--- src/hw/lfs_pkg.sv ---
package lfs_pkg;
    localparam int NUM_CH = 6;
    // channel time-out in pwm dimming periods
    localparam logic [2:0] CH_TIMEOUT_PERIODS = 3'h6;
    // current scale steps: full, then reduced per thermal trip
    localparam logic [7:0] SCALE_FULL = 8'h64;
    localparam logic [7:0] SCALE_FIRST = 8'h4c;
    localparam logic [7:0] SCALE_STEP = 8'h0a;
    localparam logic [7:0] SCALE_MIN = 8'h0a;
    // status field positions
    localparam int ST_FAULT = 0;
    localparam int ST_THERMAL = 1;
    localparam int ST_OVCURR = 2;
    localparam int ST_BL_ON = 3;
    localparam int ST_ONE_OFF = 4;
    localparam int ST_TWO_OFF = 5;
    localparam logic [7:0] STATUS_RESET = 8'h00;
    typedef enum logic [2:0] {
        LFS_OFF,
        LFS_PRECHECK,
        LFS_RUN,
        LFS_HOT,
        LFS_LATCHED
    } lfs_state_type;
endpackage

--- src/hw/lfs_chan_timer.sv ---
module lfs_chan_timer
    import lfs_pkg::*;
(
    // clock and reset
    input wire logic clock,
    input wire logic reset,
    // control
    input wire logic run,
    input wire logic pwm_period,
    input wire logic faulted,
    input wire logic at_target,
    input wire logic host_enable,
    // result
    output logic off
);
    logic [2:0] cnt_q;
    logic [2:0] cnt_d;
    logic off_q;
    wire expire = pwm_period && faulted && (cnt_q == CH_TIMEOUT_PERIODS - 3'h1);
    // counter clears on reaching target, counts periods while faulted
    assign cnt_d = (!run || at_target || !faulted) ? 3'h0 : (pwm_period ? cnt_q + 3'h1 : cnt_q);
    always_ff @(posedge clock or posedge reset)
    begin
        if (reset)
        begin
            cnt_q <= 3'h0;
            off_q <= 1'b0;
        end
        else
        begin
            cnt_q <= off_q ? 3'h0 : cnt_d;
            off_q <= !host_enable ? 1'b0 : (off_q || (run && expire));
        end
    end
    assign off = off_q;
endmodule

--- src/hw/lfs_core.sv ---
module lfs_core
    import lfs_pkg::*;
(
    // clock and reset
    input wire logic clock,
    input wire logic reset,
    // mode and enable
    input wire logic bus_mode,
    input wire logic enable_pin,
    input wire logic host_enable,
    // analog comparators
    input wire logic supply_lockout,
    input wire logic switch_over_limit,
    input wire logic cycle_start,
    input wire logic switch_node_ok,
    input wire logic output_overvolt_sense,
    input wire logic output_fifth_above,
    input wire logic temp_lower,
    input wire logic temp_upper,
    input wire logic switch_node_short,
    // channel sense
    input wire logic pwm_period,
    input wire logic [NUM_CH-1:0] ch_at_target,
    input wire logic [NUM_CH-1:0] ch_short_sense,
    // power stage
    output logic boost_switch_on,
    output logic test_current_on,
    output logic input_fet_on,
    output logic [NUM_CH-1:0] ch_enable,
    output logic [7:0] current_scale,
    // host status
    output logic [7:0] fault_status,
    output logic status_valid
);
    lfs_state_type state_q;
    lfs_state_type state_d;
    logic fifth_seen_q;
    logic in_limit_q;
    logic switch_q;
    logic fet_q;
    logic test_q;
    logic thermal_q;
    logic ovcurr_q;
    logic [7:0] scale_q;
    logic [NUM_CH-1:0] chen_q;
    logic [7:0] status_q;
    logic valid_q;
    logic [NUM_CH-1:0] ch_off;
    logic [2:0] off_count;

    wire lockout = supply_lockout || !enable_pin;
    wire running = (state_q == LFS_RUN);
    wire go_enable = bus_mode ? host_enable : enable_pin;
    wire fifth_fall = fifth_seen_q && !output_fifth_above;
    wire hard_short = switch_node_short || fifth_fall;
    wire open_scan = temp_lower || output_overvolt_sense;
    wire [7:0] scale_next = (scale_q == SCALE_FULL) ? SCALE_FIRST :
        ((scale_q > SCALE_MIN + SCALE_STEP) ? scale_q - SCALE_STEP : SCALE_MIN);

    // per-channel open and short time-outs
    genvar gi;
    generate
        for (gi = 0; gi < NUM_CH; gi++)
        begin : g_ch
            wire ch_fault = ch_short_sense[gi] || (open_scan && !ch_at_target[gi]);
            lfs_chan_timer u_timer (
                .clock(clock),
                .reset(reset),
                .run(running),
                .pwm_period(pwm_period),
                .faulted(ch_fault),
                .at_target(ch_at_target[gi] && !ch_short_sense[gi]),
                .host_enable(go_enable),
                .off(ch_off[gi])
            );
        end
    endgenerate

    always_comb
    begin
        off_count = 3'h0;
        for (int i = 0; i < NUM_CH; i++)
        begin
            off_count = off_count + {2'h0, ch_off[i]};
        end
    end

    // state sequencing
    always_comb
    begin
        state_d = state_q;
        unique case (state_q)
            LFS_OFF:
            begin
                if (go_enable)
                begin
                    state_d = LFS_PRECHECK;
                end
            end
            LFS_PRECHECK:
            begin
                if (switch_node_ok)
                begin
                    state_d = LFS_RUN;
                end
            end
            LFS_RUN:
            begin
                if (temp_upper)
                begin
                    state_d = LFS_HOT;
                end
            end
            LFS_HOT:
            begin
                if (!temp_upper && !temp_lower)
                begin
                    state_d = LFS_RUN;
                end
            end
            LFS_LATCHED:
            begin
                state_d = LFS_LATCHED;
            end
            default:
            begin
                state_d = LFS_OFF;
            end
        endcase
        if (hard_short && state_q != LFS_OFF)
        begin
            state_d = LFS_LATCHED;
        end
    end

    // bus-mode lockout waits for a fresh host enable
    logic need_reenable_q;

    always_ff @(posedge clock or posedge reset)
    begin
        if (reset)
        begin
            state_q <= LFS_OFF;
            need_reenable_q <= 1'b0;
        end
        else if (lockout)
        begin
            state_q <= LFS_OFF;
            need_reenable_q <= bus_mode;
        end
        else if (need_reenable_q)
        begin
            need_reenable_q <= host_enable;
        end
        else
        begin
            state_q <= state_d;
        end
    end

    // fifth-level tracking and cycle current limit
    always_ff @(posedge clock or posedge reset)
    begin
        if (reset)
        begin
            fifth_seen_q <= 1'b0;
            in_limit_q <= 1'b0;
        end
        else if (lockout)
        begin
            fifth_seen_q <= 1'b0;
            in_limit_q <= 1'b0;
        end
        else
        begin
            fifth_seen_q <= fifth_seen_q || output_fifth_above;
            in_limit_q <= cycle_start ? 1'b0 : (in_limit_q || switch_over_limit);
        end
    end

    // power stage drives
    wire switch_d = running && !switch_over_limit && !(in_limit_q && !cycle_start) && !temp_upper;
    wire fet_d = (state_q != LFS_OFF) && (state_q != LFS_LATCHED) && !hard_short;
    wire [NUM_CH-1:0] chen_d = (running && !temp_upper) ? ~ch_off : '0;

    always_ff @(posedge clock or posedge reset)
    begin
        if (reset)
        begin
            switch_q <= 1'b0;
            fet_q <= 1'b0;
            test_q <= 1'b0;
            chen_q <= '0;
        end
        else
        begin
            switch_q <= switch_d && !lockout;
            fet_q <= fet_d && !lockout;
            test_q <= (state_q == LFS_PRECHECK) && !lockout;
            chen_q <= lockout ? '0 : chen_d;
        end
    end

    // thermal derating and fault flags
    always_ff @(posedge clock or posedge reset)
    begin
        if (reset)
        begin
            scale_q <= SCALE_FULL;
            thermal_q <= 1'b0;
            ovcurr_q <= 1'b0;
        end
        else if (lockout)
        begin
            scale_q <= SCALE_FULL;
            thermal_q <= 1'b0;
            ovcurr_q <= 1'b0;
        end
        else
        begin
            if (running && temp_upper)
            begin
                scale_q <= scale_next;
            end
            thermal_q <= thermal_q || temp_upper;
            ovcurr_q <= ovcurr_q || hard_short;
        end
    end

    // status image for host reads
    wire [7:0] status_d = {2'h0, off_count >= 3'h2, off_count == 3'h1, running,
        ovcurr_q, thermal_q, thermal_q || ovcurr_q || (|ch_off)};

    always_ff @(posedge clock or posedge reset)
    begin
        if (reset)
        begin
            status_q <= STATUS_RESET;
            valid_q <= 1'b0;
        end
        else
        begin
            status_q <= enable_pin ? status_d : STATUS_RESET;
            valid_q <= enable_pin;
        end
    end

    assign boost_switch_on = switch_q;
    assign test_current_on = test_q;
    assign input_fet_on = fet_q;
    assign ch_enable = chen_q;
    assign current_scale = scale_q;
    assign fault_status = status_q;
    assign status_valid = valid_q;
endmodule

--- config.mk ---
export PLATFORM = sky130hd
export DESIGN_NAME = lfs_core
export DESIGN_NICKNAME = d
export VERILOG_FILES = /design/src/hw/lfs_pkg.sv /design/src/hw/lfs_chan_timer.sv /design/src/hw/lfs_core.sv
export SDC_FILE = /design/constraint.sdc
export NUM_CORES = 1
export LEC_CHECK = 0
export ABC_AREA = 1
export BUFFER_PORTS_ARGS = -buffer_cell sky130_fd_sc_hd__buf_2
export CORE_ASPECT_RATIO = 0.7
export CORE_UTILIZATION = 51
export DETAILED_ROUTE_END_ITERATION = 10
export PLACE_DENSITY = 0.76
export SKIP_CTS_REPAIR_TIMING = 1
export SLEW_MARGIN = 5
export SYNTH_ARGS = -nofsm -noshare
export SYNTH_HDL_FRONTEND = slang
export SYNTH_HIERARCHICAL = 1
export SYNTH_SLANG_ARGS = --single-unit
--- constraint.sdc ---
create_clock -name clock -period 2.3 [get_ports clock]
set_input_delay 0.575 -clock clock [delete_from_list [all_inputs] [get_ports clock]]
set_output_delay 0.575 -clock clock [all_outputs]
set_load 0.01 [all_outputs]
==> results.ini <==
[synthesis]
synth_top_area_cell = dfrtp_1
ys_ff_latch = 55
synth_area_mm2 = 0.00322
synth_compound_area_share_pct = 8.89
synthXorXnorAreaFrac_pct = 1.90
avgSynthCellArea_um2 = 8.14
synth_commonest_cells = 67 x nor2_1, 63 x inv_1, 61 x nand2_1
yosysWarnings = 6
yosysMostFrequentCell = nor2_1
synth-edff-count = 0
synth_cells = 396
synth.yosys.seq_area_share_pct = 42.8
synth_cell_types = 34
synthSimpleGateAreaFrac_pct = 29.2
synthAdderAreaFrac_pct = 7.68
synth_top_family_by_area = simple AND/OR/NAND/NOR gates
yosys-top-cells-area = dfrtp_1 40%, nor2_1 7.8%, inv_1 7.3%
synth_top_cell_area_share_pct = 40.4
ys.flop_type = dfrtp_1
async_flop_share_pct = 100
synth.area.mux_share_pct = 0

[outcome]
failed_checks = negative setup slack
run_status = finished with violations

[clock_network]
cts_tree = built
htreeDepth = 2
cts_max_path_buffers = 2
clkTransAtPathRegs_ns = 0.10
clk_latency_ns = 0.31
cts_root_buf = clkbuf_8
cts_buffers = 5
cts_sinks = 55

[timing]
tightest_slew_ns = 0.592
holdWs_ns = 0.202
rsz0062_at_grt = yes
max_freq_ghz = 0.432
finalSetupViolations = 2
slew_viol_final = 0
hold_viol_final = 0
setup_slack_ns = -0.0140
slew_headroom_pct = 60.6
fin_crit_ns = 2.31
skew_ns = 0.0137
post-route-period-util_pct = 101

[final_layout]
drive_above_1_share_pct = 23.9
utilization_pct = 62.2
antenna_cells = 0
final_cells = 532
finalNetCount = 501
postLayoutCellArea_mm2 = 0.00367
area_growth_pct = 13.8

[floorplan]
core_area_mm2 = 0.00590
dieArea_mm2 = 0.00665
rows = 23
io_pins = 53
die_h_um = 68.5
initial_core_util_pct = 54.7
die-width_um = 97.0

[route]
wl_met3_um = 395
drcViolationCount = 0
viasPerCell = 5.11
highest_layer = met4
wl_per_cell_um = 13.1
dr.pass1.iters = 4
met2_length_mm = 3.07
totalWireLength_mm = 6.96
drtIter0Drc = 128
wl_met1_mm = 3.42
drtAntennaViolNets = 0
vias = 2720

[setup_path]
ff2ff_setup_slack_ns = -0.01
rr_startpoint = g_ch[1].u_timer/off$_DFF_PP0_
required_ns = 2.51
cp.arrival_ns = 2.52
end_kind = flip-flop
reg2reg_depth = 9
path_class = flip-flop to flip-flop
path_max_fanout = 2
start_kind = flip-flop
rr_endpoint = fault_status[4]$_DFF_PP0_

[global_route]
grt_pass1_vias = 2477
grt_overflow = 0
grtUsageTotal_pct = 22.5
antenna_found_initial = 0
grt_pass1_wl_mm = 11.6
grt_max_degree = 25

[pwr]
leakage_nw = 1.98
ir_worst_vdd_mv = 0.297
power.density_mw_per_mm2 = 506

[min_path]
min_path_type = input pin to async pin

[placement]
port_buffers = 49
dp_cells = 524
gp_congestion = 0.866
placed_area_mm2 = 0.00358
hpwl_mm = 5.43

[run]
maxCapViolCount = 0

## worst max-delay path, stage by stage, from the launching register on
cell	delay (ns)
dfrtp_1	0.40
inv_2	0.08
fa_1	0.43
fa_1	0.48
inv_1	0.04
ha_1	0.16
inv_1	0.06
fa_1	0.42
nand3_1	0.09
nor2_1	0.04
## kinds of logic after synthesis
logic type      Yosys count
flops                    55
xor+xnor                  7
other cells               1
fa+ha+maj                18
compound gates           40
simple gates            199
buf+inv                  76
## through the flow
stage | setup slack, ns | total power [mW] | setup TNS, ns
after floorplan | 0.00651 | 1.24 | 0
after global placement | 0.0123 | 1.33 | 0
after detailed placement | -0.0436 | 1.34 | -0.0739
after CTS | -0.0419 | 1.87 | -0.0812
after global routing | -0.160 | 1.96 | -0.272
final | -0.0140 | 1.86 | -0.0266
## power breakdown
group	internal, mW	switching, mW
combinational	0.102	0.198
sequential	0.995	0.0254
clock	0.216	0.320
total	1.31	0.544
## registers in the layout, indices dropped and copies added, names as in the netlist, 3 cells and up
| name | count |
|---|---|
| state_q | 3 |
| g_ch.u_timer/off | 6 |
| current_scale | 7 |
| g_ch.u_timer/cnt_q | 18 |
| ch_enable | 6 |
| fault_status | 6 |
## area by class of cell
class,instances,area (um2)
clock inverter,2,13.8
multi-input combinational,267,1550
inverter,72,270
clock buffer,6,72.6
tap,75,93.8
timing repair buffer,55,290
sequential,55,1380
fill,512,2230
## cells in the final DEF (no fill, tap or decap), types with 5 or more instances in the layout
cell type,synthesis,final
inv_2,9,12
buf_4,3,6
a21oi_1,5,5
o21ai_2,7,7
ha_1,15,15
or2_1,6,6
o21bai_1,7,7
nand3_1,21,21
inv_1,63,60
dfrtp_1,52,52
nand2_2,5,5
buf_2,0,49
clkbuf_8,0,5
nand4_1,19,19
o21ai_0,7,7
xnor2_1,7,7
nor2_1,67,67
nand2_1,61,61
nor2_2,10,10
o21a_1,6,6
## layer usage
metal / up-vias / global-route usage, %
li1: 1364 / -
met1: 1267 / 31.5
met2: 79 / 35.7
met3: 10 / 4.33
met4: 0 / 7.65
met5: - / 0
## worst max path at each step
stage	from	slack (ns)	cells past startpoint	end
finish	g_ch[1].u_timer/off$_DFF_PP0_	-0.01	9	fault_status[4]$_DFF_PP0_
global route	g_ch[0].u_timer/off$_DFF_PP0_	-0.16	9	fault_status[4]$_DFF_PP0_
CTS	g_ch[1].u_timer/off$_DFF_PP0_	-0.04	9	fault_status[4]$_DFF_PP0_
detailed placement	g_ch[1].u_timer/off$_DFF_PP0_	-0.04	9	fault_status[4]$_DFF_PP0_
global placement	g_ch[1].u_timer/off$_DFF_PP0_	0.01	9	fault_status[4]$_DFF_PP0_
floorplan	g_ch[0].u_timer/off$_DFF_PP0_	0.007	9	fault_status[4]$_DFF_PP0_
Note: power is estimated with default switching activity, not from simulation.
